### src/rtl/tmr_pkg.sv
/*
 Constants, register map and carrier types of the three-mode timer block.
 Assumes a single clock domain and an AXI4-Lite register port with 32-bit data.
*/
`default_nettype none
package tmr_pkg;

	// Register byte offsets
	localparam logic [7:0] TMR_OFF_CTL = 8'h00;
	localparam logic [7:0] TMR_OFF_CNT = 8'h04;
	localparam logic [7:0] TMR_OFF_RA  = 8'h08;
	localparam logic [7:0] TMR_OFF_RB  = 8'h0C;

	// Mode-select codes, order {bit7, bit6, bit5}
	localparam logic [2:0] TMR_MODE_PWM_TGL = 3'h5;
	localparam logic [2:0] TMR_MODE_PWM     = 3'h4;
	localparam logic [2:0] TMR_MODE_EVT_POS = 3'h0;
	localparam logic [2:0] TMR_MODE_EVT_NEG = 3'h1;
	localparam logic [2:0] TMR_MODE_CAP_PP  = 3'h2;
	localparam logic [2:0] TMR_MODE_CAP_PN  = 3'h6;
	localparam logic [2:0] TMR_MODE_CAP_NN  = 3'h3;
	localparam logic [2:0] TMR_MODE_CAP_NN2 = 3'h7;

	// Instruction-cycle divider and its counter width
	localparam int unsigned TMR_TC_DIV_DEF = 10;
	localparam int unsigned TMR_TC_W       = 8;

	localparam logic [1:0] TMR_RESP_OKAY   = 2'h0;
	localparam logic [1:0] TMR_RESP_SLVERR = 2'h2;
	localparam logic [7:0] TMR_CTL_RST     = 8'h00;

	typedef enum logic [2:0] {
		TMR_PWM = 3'b001,
		TMR_EVT = 3'b010,
		TMR_CAP = 3'b100
	} tmr_mode_t;

	// Control byte, bit 7 down to bit 0
	typedef struct packed {
		logic [2:0] mode_sel;
		logic       run_ctl_or_uflow_flag;
		logic       pending_flag_a;
		logic       irq_enable_a;
		logic       pending_flag_b;
		logic       irq_enable_b;
	} tmr_ctl_t;

	typedef struct packed {
		tmr_ctl_t               ctl;
		logic [15:0]            cnt;
		logic [15:0]            reload_capture_reg_a;
		logic [15:0]            reload_capture_reg_b;
		logic [TMR_TC_W-1:0]    tc_cnt;
		logic                   seq_b;
		logic [2:0]             a_sync;
		logic [2:0]             b_sync;
		logic                   a_out;
		logic                   a_oe;
		logic                   irq_a;
		logic                   irq_b;
		logic                   aw_held;
		logic [7:0]             aw_addr;
		logic                   w_held;
		logic [31:0]            w_data;
		logic [3:0]             w_strb;
		logic                   awready;
		logic                   wready;
		logic                   bvalid;
		logic [1:0]             bresp;
		logic                   arready;
		logic                   rvalid;
		logic [31:0]            rdata;
		logic [1:0]             rresp;
	} tmr_state_t;

endpackage
`default_nettype wire

### src/rtl/tmr_block.sv
/*
 One 16-bit timer block with two reload/capture registers, PWM, event counter and
 input capture modes, reached over AXI4-Lite.
 Assumes pin inputs are asynchronous and an external wire resolves pin A from its enable.
*/
`timescale 1ns/1ns
`default_nettype none
module tmr_block
	import tmr_pkg::*;
#(
	parameter int unsigned TC_DIV = TMR_TC_DIV_DEF
) (
	// Clock and reset
	input  wire logic        aclk,
	input  wire logic        aresetn,
	// AXI4-Lite write
	input  wire logic [7:0]  awaddr,
	input  wire logic        awvalid,
	output var  logic        awready,
	input  wire logic [31:0] wdata,
	input  wire logic [3:0]  wstrb,
	input  wire logic        wvalid,
	output var  logic        wready,
	output var  logic [1:0]  bresp,
	output var  logic        bvalid,
	input  wire logic        bready,
	// AXI4-Lite read
	input  wire logic [7:0]  araddr,
	input  wire logic        arvalid,
	output var  logic        arready,
	output var  logic [31:0] rdata,
	output var  logic [1:0]  rresp,
	output var  logic        rvalid,
	input  wire logic        rready,
	// Timer pins
	input  wire logic        timer_pin_a_in,
	output var  logic        timer_pin_a_out,
	output var  logic        timer_pin_a_oe,
	input  wire logic        timer_pin_b_in,
	// Interrupt requests
	output var  logic        irq_a,
	output var  logic        irq_b
);

	if (TC_DIV < 1 || TC_DIV > 256) begin : g_chk
		$error("TC_DIV must lie in 1..256");
	end

	localparam logic [TMR_TC_W-1:0] TC_LAST = TMR_TC_W'(TC_DIV - 1);

	function automatic tmr_mode_t mode_of(input logic [2:0] sel);
		if (sel[1]) begin
			mode_of = TMR_CAP;
		end else if (sel[2]) begin
			mode_of = TMR_PWM;
		end else begin
			mode_of = TMR_EVT;
		end
	endfunction

	function automatic logic [15:0] merge16(input logic [15:0] old, input logic [31:0] d,
			input logic [3:0] s);
		merge16 = {s[1] ? d[15:8] : old[15:8], s[0] ? d[7:0] : old[7:0]};
	endfunction

	tmr_state_t st;
	tmr_state_t next_st;
	tmr_mode_t  mode;
	logic       tick;
	logic       step;
	logic       uflow;
	logic       a_rise;
	logic       a_fall;
	logic       b_rise;
	logic       b_fall;
	logic       cap_a;
	logic       cap_b;
	logic       set_a;
	logic       set_b;
	logic       set_uf;
	logic       wr_now;

	always_comb begin
		next_st = st;
		mode    = mode_of(st.ctl.mode_sel);
		tick    = (st.tc_cnt == '0);
		next_st.tc_cnt = tick ? TC_LAST : st.tc_cnt - 1'b1;
		// Two flops before any logic, third keeps history for edges
		next_st.a_sync = {st.a_sync[1:0], timer_pin_a_in};
		next_st.b_sync = {st.b_sync[1:0], timer_pin_b_in};
		a_rise = st.a_sync[1] & ~st.a_sync[2];
		a_fall = ~st.a_sync[1] & st.a_sync[2];
		b_rise = st.b_sync[1] & ~st.b_sync[2];
		b_fall = ~st.b_sync[1] & st.b_sync[2];
		step   = 1'b0;
		cap_a  = 1'b0;
		cap_b  = 1'b0;
		set_a  = 1'b0;
		set_b  = 1'b0;
		set_uf = 1'b0;
		case (mode)
			TMR_PWM: begin
				step = tick & st.ctl.run_ctl_or_uflow_flag;
			end
			TMR_EVT: begin
				step  = st.ctl.run_ctl_or_uflow_flag &
					(st.ctl.mode_sel[0] ? a_fall : a_rise);
				set_b = b_rise;
			end
			TMR_CAP: begin
				step  = tick;
				cap_a = st.ctl.mode_sel[0] ? a_fall : a_rise;
				cap_b = (st.ctl.mode_sel[2] | st.ctl.mode_sel[0]) ? b_fall : b_rise;
			end
			default: begin
				step = 1'b0;
			end
		endcase
		uflow = step & (st.cnt == 16'h0000);
		// Stopping rearms the reload order so every start begins with A
		if (!st.ctl.run_ctl_or_uflow_flag) begin
			next_st.seq_b = 1'b0;
		end
		if (step) begin
			next_st.cnt = st.cnt - 16'h0001;
			if (uflow && mode == TMR_PWM) begin
				next_st.cnt   = st.seq_b ? st.reload_capture_reg_b
					: st.reload_capture_reg_a;
				next_st.seq_b = ~st.seq_b;
				set_a         = ~st.seq_b;
				set_b         = st.seq_b;
				next_st.a_out = st.a_out ^ st.ctl.mode_sel[0];
			end else if (uflow && mode == TMR_EVT) begin
				next_st.cnt = st.reload_capture_reg_a;
				set_a       = 1'b1;
			end else if (uflow) begin
				set_uf = 1'b1;
			end
		end
		if (cap_a) begin
			next_st.reload_capture_reg_a = st.cnt;
		end
		if (cap_b) begin
			next_st.reload_capture_reg_b = st.cnt;
		end
		set_a = set_a | cap_a;
		set_b = set_b | cap_b;
		// Pin A is only driven while a PWM code is selected
		next_st.a_oe = (mode == TMR_PWM);

		// AXI write: address and data latched independently
		if (awvalid && st.awready) begin
			next_st.aw_held = 1'b1;
			next_st.aw_addr = awaddr;
		end
		if (wvalid && st.wready) begin
			next_st.w_held = 1'b1;
			next_st.w_data = wdata;
			next_st.w_strb = wstrb;
		end
		if (st.bvalid && bready) begin
			next_st.bvalid = 1'b0;
		end
		wr_now = st.aw_held & st.w_held & ~st.bvalid;
		if (wr_now) begin
			next_st.aw_held = 1'b0;
			next_st.w_held  = 1'b0;
			next_st.bvalid  = 1'b1;
			next_st.bresp   = TMR_RESP_OKAY;
			// Software data writes win over a count or capture in the same cycle
			case (st.aw_addr)
				TMR_OFF_CTL: begin
					if (st.w_strb[0]) begin
						next_st.ctl = tmr_ctl_t'(st.w_data[7:0]);
					end
				end
				TMR_OFF_CNT: begin
					next_st.cnt = merge16(st.cnt, st.w_data, st.w_strb);
				end
				TMR_OFF_RA: begin
					next_st.reload_capture_reg_a =
						merge16(st.reload_capture_reg_a, st.w_data, st.w_strb);
				end
				TMR_OFF_RB: begin
					next_st.reload_capture_reg_b =
						merge16(st.reload_capture_reg_b, st.w_data, st.w_strb);
				end
				default: begin
					next_st.bresp = TMR_RESP_SLVERR;
				end
			endcase
		end
		// Hardware set wins over a software clear in the same cycle
		next_st.ctl.pending_flag_a = next_st.ctl.pending_flag_a | set_a;
		next_st.ctl.pending_flag_b = next_st.ctl.pending_flag_b | set_b;
		next_st.ctl.run_ctl_or_uflow_flag =
			next_st.ctl.run_ctl_or_uflow_flag | set_uf;
		next_st.awready = ~next_st.aw_held;
		next_st.wready  = ~next_st.w_held;

		// AXI read
		if (st.rvalid && rready) begin
			next_st.rvalid = 1'b0;
		end
		if (arvalid && st.arready) begin
			next_st.rvalid = 1'b1;
			next_st.rresp  = TMR_RESP_OKAY;
			case (araddr)
				TMR_OFF_CTL: next_st.rdata = {24'h00_0000, st.ctl};
				TMR_OFF_CNT: next_st.rdata = {16'h0000, st.cnt};
				TMR_OFF_RA:  next_st.rdata = {16'h0000, st.reload_capture_reg_a};
				TMR_OFF_RB:  next_st.rdata = {16'h0000, st.reload_capture_reg_b};
				default: begin
					next_st.rdata = 32'h0000_0000;
					next_st.rresp = TMR_RESP_SLVERR;
				end
			endcase
		end
		next_st.arready = ~next_st.rvalid;

		// In capture mode the run bit doubles as the A-side underflow flag
		next_st.irq_a = next_st.ctl.irq_enable_a & (next_st.ctl.pending_flag_a |
			(mode_of(next_st.ctl.mode_sel) == TMR_CAP &
			next_st.ctl.run_ctl_or_uflow_flag));
		next_st.irq_b = next_st.ctl.irq_enable_b & next_st.ctl.pending_flag_b;
	end

	// Data registers are cleared too; nothing relies on it
	always_ff @(posedge aclk) begin
		if (!aresetn) begin
			st <= '0;
		end else begin
			st <= next_st;
		end
	end

	assign awready         = st.awready;
	assign wready          = st.wready;
	assign bvalid          = st.bvalid;
	assign bresp           = st.bresp;
	assign arready         = st.arready;
	assign rvalid          = st.rvalid;
	assign rdata           = st.rdata;
	assign rresp           = st.rresp;
	assign timer_pin_a_out = st.a_out;
	assign timer_pin_a_oe  = st.a_oe;
	assign irq_a           = st.irq_a;
	assign irq_b           = st.irq_b;
endmodule
`default_nettype wire

### config.mk
export PLATFORM = sky130hd
export DESIGN_NAME = tmr_block
export DESIGN_NICKNAME = d
export VERILOG_FILES = /design/src/rtl/tmr_pkg.sv /design/src/rtl/tmr_block.sv
export SDC_FILE = /design/constraint.sdc
export NUM_CORES = 1
export LEC_CHECK = 0
export CAP_MARGIN = 5
export CORE_MARGIN = 2
export CORE_UTILIZATION = 56
export CTS_BUF_LIST = sky130_fd_sc_hd__clkbuf_8 sky130_fd_sc_hd__clkbuf_16
export DETAILED_ROUTE_END_ITERATION = 10
export DONT_BUFFER_PORTS = 1
export PLACE_DENSITY = 0.74
export REMOVE_ABC_BUFFERS = 1
export SYNTH_ARGS = -nofsm -noshare
export SYNTH_HDL_FRONTEND = slang
export SYNTH_SLANG_ARGS = --single-unit
### constraint.sdc
create_clock -name aclk -period 2.25 [get_ports aclk]
set_input_delay 0.1125 -clock aclk [delete_from_list [all_inputs] [get_ports aclk]]
set_output_delay 0.1125 -clock aclk [all_outputs]
set_load 0.03 [all_outputs]
# Yosys cells after proc, flatten, opt, wreduce, memory -nomap -nowiden
# Cells that the tools add are included.
[op_classes]
add_sub_neg = 2
eq_ne = 16
mux = 48
n_reduce_logical = 17
bitwise_logic = 30
[op_table]
columns = ["operator", "n"]
rows = [
  ["16-bit two-way mux", 9],
  ["16-bit case mux with 4 select lines", 1],
  ["56-bit two-way mux", 1],
  ["37-bit two-way mux", 1],
  ["35-bit two-way mux", 1],
  ["8-bit by 4-bit == test with 1-bit output, second input constant", 4],
  ["8-bit two-way mux", 4],
  ["8-bit zero test", 3],
  ["1-bit two-way mux", 21],
  ["3-bit inequality test, second input constant", 6],
  ["8-bit by 3-bit == test with 1-bit output, second input constant", 2],
  ["16-bit zero test", 1],
  ["16-bit by 1-bit subtractor with 16-bit output, second input constant", 1],
  ["1-bit bitwise AND", 12],
  ["1-bit NOT", 10],
  ["3-bit two-way mux", 3],
  ["9-bit two-way mux", 1],
  ["2-bit two-way mux", 4],
  ["4-bit OR reduction", 2],
  ["8-bit by 1-bit subtractor with 8-bit output, second input constant", 1],
  ["1-bit logical AND", 7],
  ["1-bit bitwise OR", 7],
  ["3-bit == test, second input constant", 2],
  ["4-bit two-way mux", 1],
  ["other kinds (8)", 8],
]
[word_totals]
elab_cells = 148
regBits = 162
out_inout_bits = 45
inputBits = 61

# Depth between registers and ports, before layout
# Gate-level depths: netlist of run 1.
[logic_depth]
depth_word = 18
mapped_depth = 9
mapped_depth_nobuf = 8

# Worst setup path before layout of run 1
# Ideal clock, no wire load.
[synth_path]
path_type = "reg-to-reg"
start = "register st[138] in the netlist's numbering"
end = "register st[152] in the netlist's numbering"
synth_period_minus_slack_ns = 2.127
setup_time_ns = 0.122
n_path_buf = 0
path_slack_ns = 0.123
t_required_ns = 2.128
arrival_time_ns = 2.005
stages_incl_launch_ff = 9
path_cell_list = "dfxtp_1 > inv_1 > ha_1 > nor4b_2 > nand4_2 > a211oi_4 > o21ai_2 > and4_1 > a311o_1"
[synth_between]
elab_chain_len = 8
elab_cells_between_ends = 10
classes_between = "add/sub: 1; mux: 5; bitwise: 1; reduce/logical: 3"
[synth_lines]
columns = ["item", "line", "rtl"]
rows = [
  ["from (decl)", "tmr_block.sv:66", "tmr_state_t st;"],
  ["from (signal assigned)", "tmr_block.sv:233", "st <= next_st;"],
  ["parallel branches: the longest is 4 deep, another holds 16-bit by 1-bit subtractor with 16-bit output", "--", ""],
  ["16-bit two-way mux *", "tmr_block.sv:126", "if (uflow && mode == TMR_PWM) begin"],
  ["16-bit two-way mux *", "tmr_block.sv:124", "if (step) begin"],
  ["16-bit two-way mux", "tmr_block.sv:171", "case (st.aw_addr)"],
  ["56-bit two-way mux *", "tmr_block.sv:165", "if (wr_now) begin"],
]
# Every way passes the cells marked *.
# A chain may end at the register's enable or synchronous reset.

# Worst setup path in the final report of run 1
[layout_path]
start = "register st[139] in the netlist's numbering"
end = "register st[152] in the netlist's numbering"
# Same word-level chain as after synthesis.

==> run metrics, run 1 <==
number of flops mapped to enable cells by yosys=0; slowest cell on the critical path=dfxtp_1; Clock H-tree levels=4; FP Rows=39; Die X=~110 um; Worst Skew=about 14 ps; CORE AREA=between 10000 and 15000 um2; Synth area leaders=dfxtp_1 39%, nor2_1 5.9%, nand2_1 5.5%, buf_4 4.3%, a21oi_1 3.9%; Simple-Gate Fraction of Synth Area=around a quarter; Yosys reg bits=around 130; WS Path Type=register to register; max reg flops=between 90 and 100; Hold Path Class=input pin to register; Slew @ Worst Pin=roughly 700 ps; I/O Pins=roughly 110; Starting Density=56.70%; number of fillers in the final layout=around 920; sequential power share=around 38%; Compound-Gate Fraction of Synth Area=~18%; CTS sink cnt=between 100 and 150; Top reg by flops=st; CTS tree=done; max-cap viol count=0; post-route ant nets=0; final hold slack=roughly 24 ps; peak fanout along the critical path=6; Final Hold Fails=0; Yosys Warn Count=0; CP startpoint kind=register; number of global-route vias before repair=roughly 5900; largest family of logic cells by synthesized area=simple AND/OR/NAND/NOR gates; global-route wire length before repair=between 30000 and 40000 um; switching power=1.602 mW; wire per inst=19.77 um; mux contribution to synthesized area=under 10%; asr flop ratio synth=0%; Vias per Instance=about 6.2; Pint=roughly 4.8 mW; leading post-synthesis cells by instance count=126 x dfxtp_1, 101 x nor2_1, 94 x nand2_1; # diodes=0; Net Sw Frac=approximately a quarter; status=finished, final reports clean; final worst path period need=approximately 2200 ps; sequential-to-total area share from yosys stat=about 40%; CP peak stage delay=340 ps; Syn Area/Cell=8.240 um2; Synth Flop Type=dfxtp_1; cell taking the most area after synthesis=dfxtp_1; antenna violations before repair=0; Reg area=between 2000 and 3000 um2; Placed Instances=928; Die Height=between 100 and 150 um; GRT Util Overall=between 30% and 40%; Post-DP Area=approximately 6800 um2; die area=12330 um2; clock share of power=between 40% and 50%; synth unique cells=66; logic gate share of total power=13.7%; FMAX=roughly 460 MHz; setup TNS=0 ps; CP Data Arrival Time=about 2500 ps; Synth Area in XOR/XNOR=roughly 2.6%; Skew-Pair Late Insertion Delay=430 ps; via count=slightly above 6000; RSZ-0062 raised after global routing=false; Root Buffer Master=clkbuf_16; final std cells w/o fill=roughly 1000; relative slew slack=between 50% and 60%; Max clock buf depth=2; Port Buffers=0; leakage power=~3 nW; # DRC=0; Net count, final=906; clock slew at the register clock pins of the worst setup and hold paths=~60 ps; Detail Placement HPWL=about 14000 um; Gate Count Post-Synth=just under 800; Synth Area in Adders=less than 1%; crit-path cells=inv_1 -> ha_4 -> nor4b_2 -> buf_4 -> nand4_2 -> buf_4 -> nor3_2 -> buf_4 -> a32oi_1 -> nor2_1 -> a311o_1; Final Max Tran Viols=0; layout cell share with drive strength beyond 1=between 10% and 20%; endpoints failing setup=0; Worst IR Drop VDD=between 0.0008 and 0.0009 V; count leader, synth=dfxtp_1; fin area=7960 um2; Final Wtd Congestion=approximately 1.0; GR Overflow Total=0; period utilization=a little over nine tenths; Synth top area share=39.30%; P&R area growth vs syn=24.02%; multi-input logic area=between 3000 and 4000 um2; pwr dens=between 800 and 900 nW/um2; total length of routed wires=between 15000 and 20000 um; Synth Cell Area=between 6000 and 7000 um2; Num CTS Buffers=17; largest net degree at the start of global routing=42; Setup crit end kind=register; Pre-antenna DRT Iters=5; CP Data Required Time=about 2600 ps; initial drt markers=710; most used cell along the critical path=buf_4
[through the flow]
stage	worst slack (ps)	utilization, %	power, mW
floorplan	-267.9	-	2.944
global placement	-33.21	60.12	3.218
detailed placement	-88.38	60.12	3.259
CTS	2.581	69.51	6.423
global route	6.688	70.31	6.654
finish	82.69	70.31	6.434
[critical path: cells and delay by family (launching register included)]
kind	cells	cell delay, ps
buffers and inverters	4	540
and+or+nand+nor	4	400
AOI/OAI and AO/OA	2	600
adders and majority gates	1	170
DFF	1	340
[repair_timing]
| action | in CTS | in global routing |
|---|---|---|
| pin swaps | 0 | 2 |
| buffers inserted | 0 | 1 |
| hold endpoints to repair | 79 | 0 |
| hold buffers | 37 | 0 |
| gates resized for setup | 2 | 21 |
| setup endpoints to repair | 4 | 52 |
[area by class of cell]
type                            count  area share, %
Multi-Input combinational cell    565          44.07
Sequential cell                   126          31.70
Timing Repair Buffer              120          12.97
Clock buffer                       17          5.344
Clock inverter                     15          3.097
Tap cell                          143          2.248
Inverter                           12         0.5659
[cells in the final DEF, fill, tap and decap left out, types with 16 or more instances in the layout]
cell type | synthesis | routed
nand3_1 | 28 | 27
a22oi_1 | 18 | 18
nor2_1 | 101 | 99
clkbuf_16 | 0 | 17
conb_1 | 1 | 18
dfxtp_1 | 126 | 125
a21oi_1 | 50 | 50
nor3_1 | 26 | 25
dlygate4sd3_1 | 0 | 36
nand2_1 | 94 | 92
buf_4 | 37 | 80
o21ai_0 | 18 | 17
o311ai_0 | 16 | 16
[cell families (layout without fill, tap and decap cells)]
family	after synthesis	after routing
buffers and inverters	105	164
muxes	25	25
other	1	18
DFF	126	126
adders and majority gates	3	3
and+or+nand+nor	325	325
AOI/OAI and AO/OA	175	175
xor gates and xnor gates	19	19
[layer usage]
layer / up-vias / routed length [um] / GRT usage (%) / share of wire [%]
li1: 2873 / - / - / -
met1: 2954 / 7948 / 40.63 / 40
met2: 326 / 9419 / 52.84 / 48
met3: 50 / 1914 / 7.873 / 9.7
met4: 0 / 444 / 12.43 / 2.3
met5: - / 0 / 0 / 0
[final timing paths]
check	from	end	slack (ps)	depth (start not counted)
hold reg to reg	next_st[92]$_SDFF_PN0_	next_st[93]$_SDFF_PN0_	430	1
setup reg to reg	st[139]$_SDFFE_PN0P_	st[152]$_SDFFE_PN0P_	80	11
hold / removal	araddr[2]	rdata[1]$_SDFFE_PN0P_	20	3
setup / recovery	st[139]$_SDFFE_PN0P_	st[152]$_SDFFE_PN0P_	80	11
[power groups by stage]
| stage | clock [mW] | sequential, mW | combinational (mW) |
|---|---|---|---|
| after floorplan | 0 | 2.48 | 0.460 |
| after global placement | 0 | 2.47 | 0.745 |
| after detailed placement | 0 | 2.48 | 0.776 |
| after CTS | 3.14 | 2.44 | 0.847 |
| after global routing | 3.24 | 2.45 | 0.958 |
| final | 3.11 | 2.44 | 0.880 |
No activity file was read; power rests on OpenSTA's default activity.
==> run 2: changes to the inputs <==
- CORE_ASPECT_RATIO: default -> 1.2
==> run 2 against run 1 <==
Critical endpoint is now irq_b$_SDFF_PN0_. Largest cell class unchanged. Global-route usage rose by 2.2 points. Cell area fell by 1.9%. Wire length rose by 2.7%.
==> run metrics, run 2 (synthesized netlist as in run 1, its figures left out) <==
CP Data Required Time=2610 ps (+40 ps); total length of routed wires=20250 um (+2.7%); Reg2Reg Setup Slack=130 ps (+50 ps); die area=12340 um2 (about the same); GR Overflow Total=0 (unchanged); largest net degree at the start of global routing=42 (unchanged); fin util=70.41% (+0.099 points); CP startpoint kind=register; final worst path period need=2122 ps (-45.35 ps); final hold slack=9.684 ps (-14.58 ps); clock slew at the register clock pins of the worst setup and hold paths=60 ps (about the same); CTS sink cnt=126 (unchanged); Net count, final=911 (+0.55%); critical hold path startpoint=araddr[3]; slowest cell on the critical path=or4_4; Starting Density=57.89% (+1.2 points); Pint=4.223 mW (-13%); sequential power share=42.7% (+4.7 points); Reg area=2522 um2 (about the same); max-cap viol count=0 (unchanged); # diodes=0 (unchanged); pwr dens=740.7 nW/um2 (-8.4%); clock share of power=42.7% (-5.7 points); Reg2Reg Launch Point=st[104]$_SDFF_PP0_; Port Buffers=0 (unchanged); setup TNS=0 ps (unchanged); Die X=101.7 um (-8.4%); Min-Delay Endpoint=rdata[15]$_SDFFE_PN0P_; FP Rows=42 (+7.7%); Critical path origin=st[104]$_SDFF_PP0_; number of fillers in the final layout=856 (-6.9%); Final Wtd Congestion=0.9814 (-5.4%); Slew @ Worst Pin=670.4 ps (-30.60 ps); met1 usage=41.55% (+0.92 points); Placed Instances=940 (+1.3%); Num CTS Buffers=17 (unchanged); logic gate share of total power=14.5% (+0.8 points); global-route wire length before repair=32420 um (+4.9%); multi-input logic area=3463 um2 (-1.3%); Skew-Pair Late Insertion Delay=420 ps (about the same); Clock H-tree levels=4 (unchanged); post-route ant nets=0 (unchanged); switching power=1.560 mW (-2.6%); I/O Pins=106 (unchanged); Top reg by flops=st; status=finished, final reports clean; Net Sw Frac=26.98% (+2.1 points); RSZ-0062 raised after global routing=false; Worst IR Drop VDD=0.0005780 V (-30%); Root Buffer Master=clkbuf_16; worst r2r path cells=6 (-5); GRT Util Overall=34.21% (+2.2 points); crit-path cells=or4_4 -> or3_1 -> or3_4 -> buf_4 -> nand3_1 -> and2_1; CORE AREA=11090 um2 (-2.1%); # DRC=0 (unchanged); wire per inst=20.03 um (+1.3%); CP peak stage delay=590 ps (+250 ps); layout cell share with drive strength beyond 1=18.32% (-0.98 points); R2R Path End=irq_b$_SDFF_PN0_; Hold Path Class=input pin to register; CTS tree=done; Die Height=121.3 um (+9.2%); peak fanout along the critical path=4 (-2); via count=6268 (+1.0%); number of global-route vias before repair=6287 (+7.0%); Detail Placement HPWL=13630 um (+0.67%); initial drt markers=609 (-14%); PnR worst setup slack=128.0 ps (+45.35 ps); antenna violations before repair=0 (unchanged); Final Hold Fails=0 (unchanged); Max clock buf depth=2 (unchanged); commonest non-fill, non-tap cell in the layout=dfxtp_1; GR peak layer=met2; GR Layer Usage met2=58.18% (+5.3 points); Setup crit end kind=register; Worst Skew=8.679 ps (-4.927 ps); leakage power=2.944 nW (-2.4%); period utilization=94.31% (-2.0 points); Final Max Tran Viols=0 (unchanged); final std cells w/o fill=1011 (+1.3%); P&R area growth vs syn=21.64%; Post-Place Setup Slack=29.78 ps (+118.2 ps); max reg flops=94 (unchanged); Pre-antenna DRT Iters=5 (unchanged); FMAX=471.3 MHz (+2.1%); endpoints failing setup=0 (unchanged); Vias per Instance=6.200 (-0.25%); Hold Path Depth=3 (unchanged); CP Data Arrival Time=2480 ps (about the same); WS Path Type=register to register; relative slew slack=55.21% (+2.5 points); GR Layer Usage met3=7.143% (-0.73 points); most frequent cells in the layout=126 x dfxtp_1, 100 x nor2_1, 93 x nand2_1, 83 x buf_4, 50 x a21oi_1
==> run 2: cell types whose count changed in the layout (fill, tap and decap cells not counted), moves of 2 or more <==
cell           delta
clkinv_2          +5
clkinv_4          -5
bufinv_16         -5
dlygate4sd3_1     +4
buf_4             +3
nor2_4            -2
==> run 2: cell type report <==
cell class                      instances  share of cell area, %
Clock buffer                           18                  5.625
Timing Repair Buffer                  125                  13.62
Inverter                               12                 0.5769
Multi-Input combinational cell        565                  44.36
Tap cell                              154                  2.468
Clock inverter                         11                  1.042
Sequential cell                       126                  32.31
==> run 2: worst max-delay path by stage <==
stage	cells after the start	endpoint
after floorplan	6	st[122]$_SDFFE_PN0P_
after global placement	7	st[150]$_SDFFE_PN0P_
after detailed placement	7	st[150]$_SDFFE_PN0P_
after CTS	8	st[148]$_SDFFE_PN0P_
after global routing	8	st[150]$_SDFFE_PN0P_
final	6	irq_b$_SDFF_PN0_
==> run 2: critical path: cells and delay by family, from the launching register on <==
| kind | cells | cell delay [ps] |
|---|---|---|
| buf+inv | 1 | 150 |
| flops | 1 | 360 |
| simple gates | 5 | 1570 |
==> run 2: power by group through the flow <==
stage                     combinational, mW  sequential [mW]  clock, mW
after floorplan                       0.460             2.48          0
after global placement                0.697             2.49          0
after detailed placement              0.730             2.50          0
after CTS                             0.814             2.46       2.47
after global routing                  0.918             2.48       2.58
final                                 0.841             2.47       2.47
==> run 2: routing by layer <==
metal | vias to the layer above | routed length, um
li1 | 2884 | -
met1 | 2971 | 8095
met2 | 349 | 10030
met3 | 64 | 1495
met4 | 0 | 632
met5 | - | 0
==> run 2: stage by stage <==
stage                     power, mW  area, um2
after global routing          5.976       7807
final                         5.783       7807
after floorplan               2.944       5987
after global placement        3.185       6815
after CTS                     5.740       7761
after detailed placement      3.230       6815
==> run 2: repair_timing <==
item                       4_1_cts  5_1_grt
setup endpoints to repair        2       24
gates resized for setup          1       11
setup buffers                    0        1
hold buffers                    41        0
hold endpoints to repair        80        0
pin swaps                        0        1
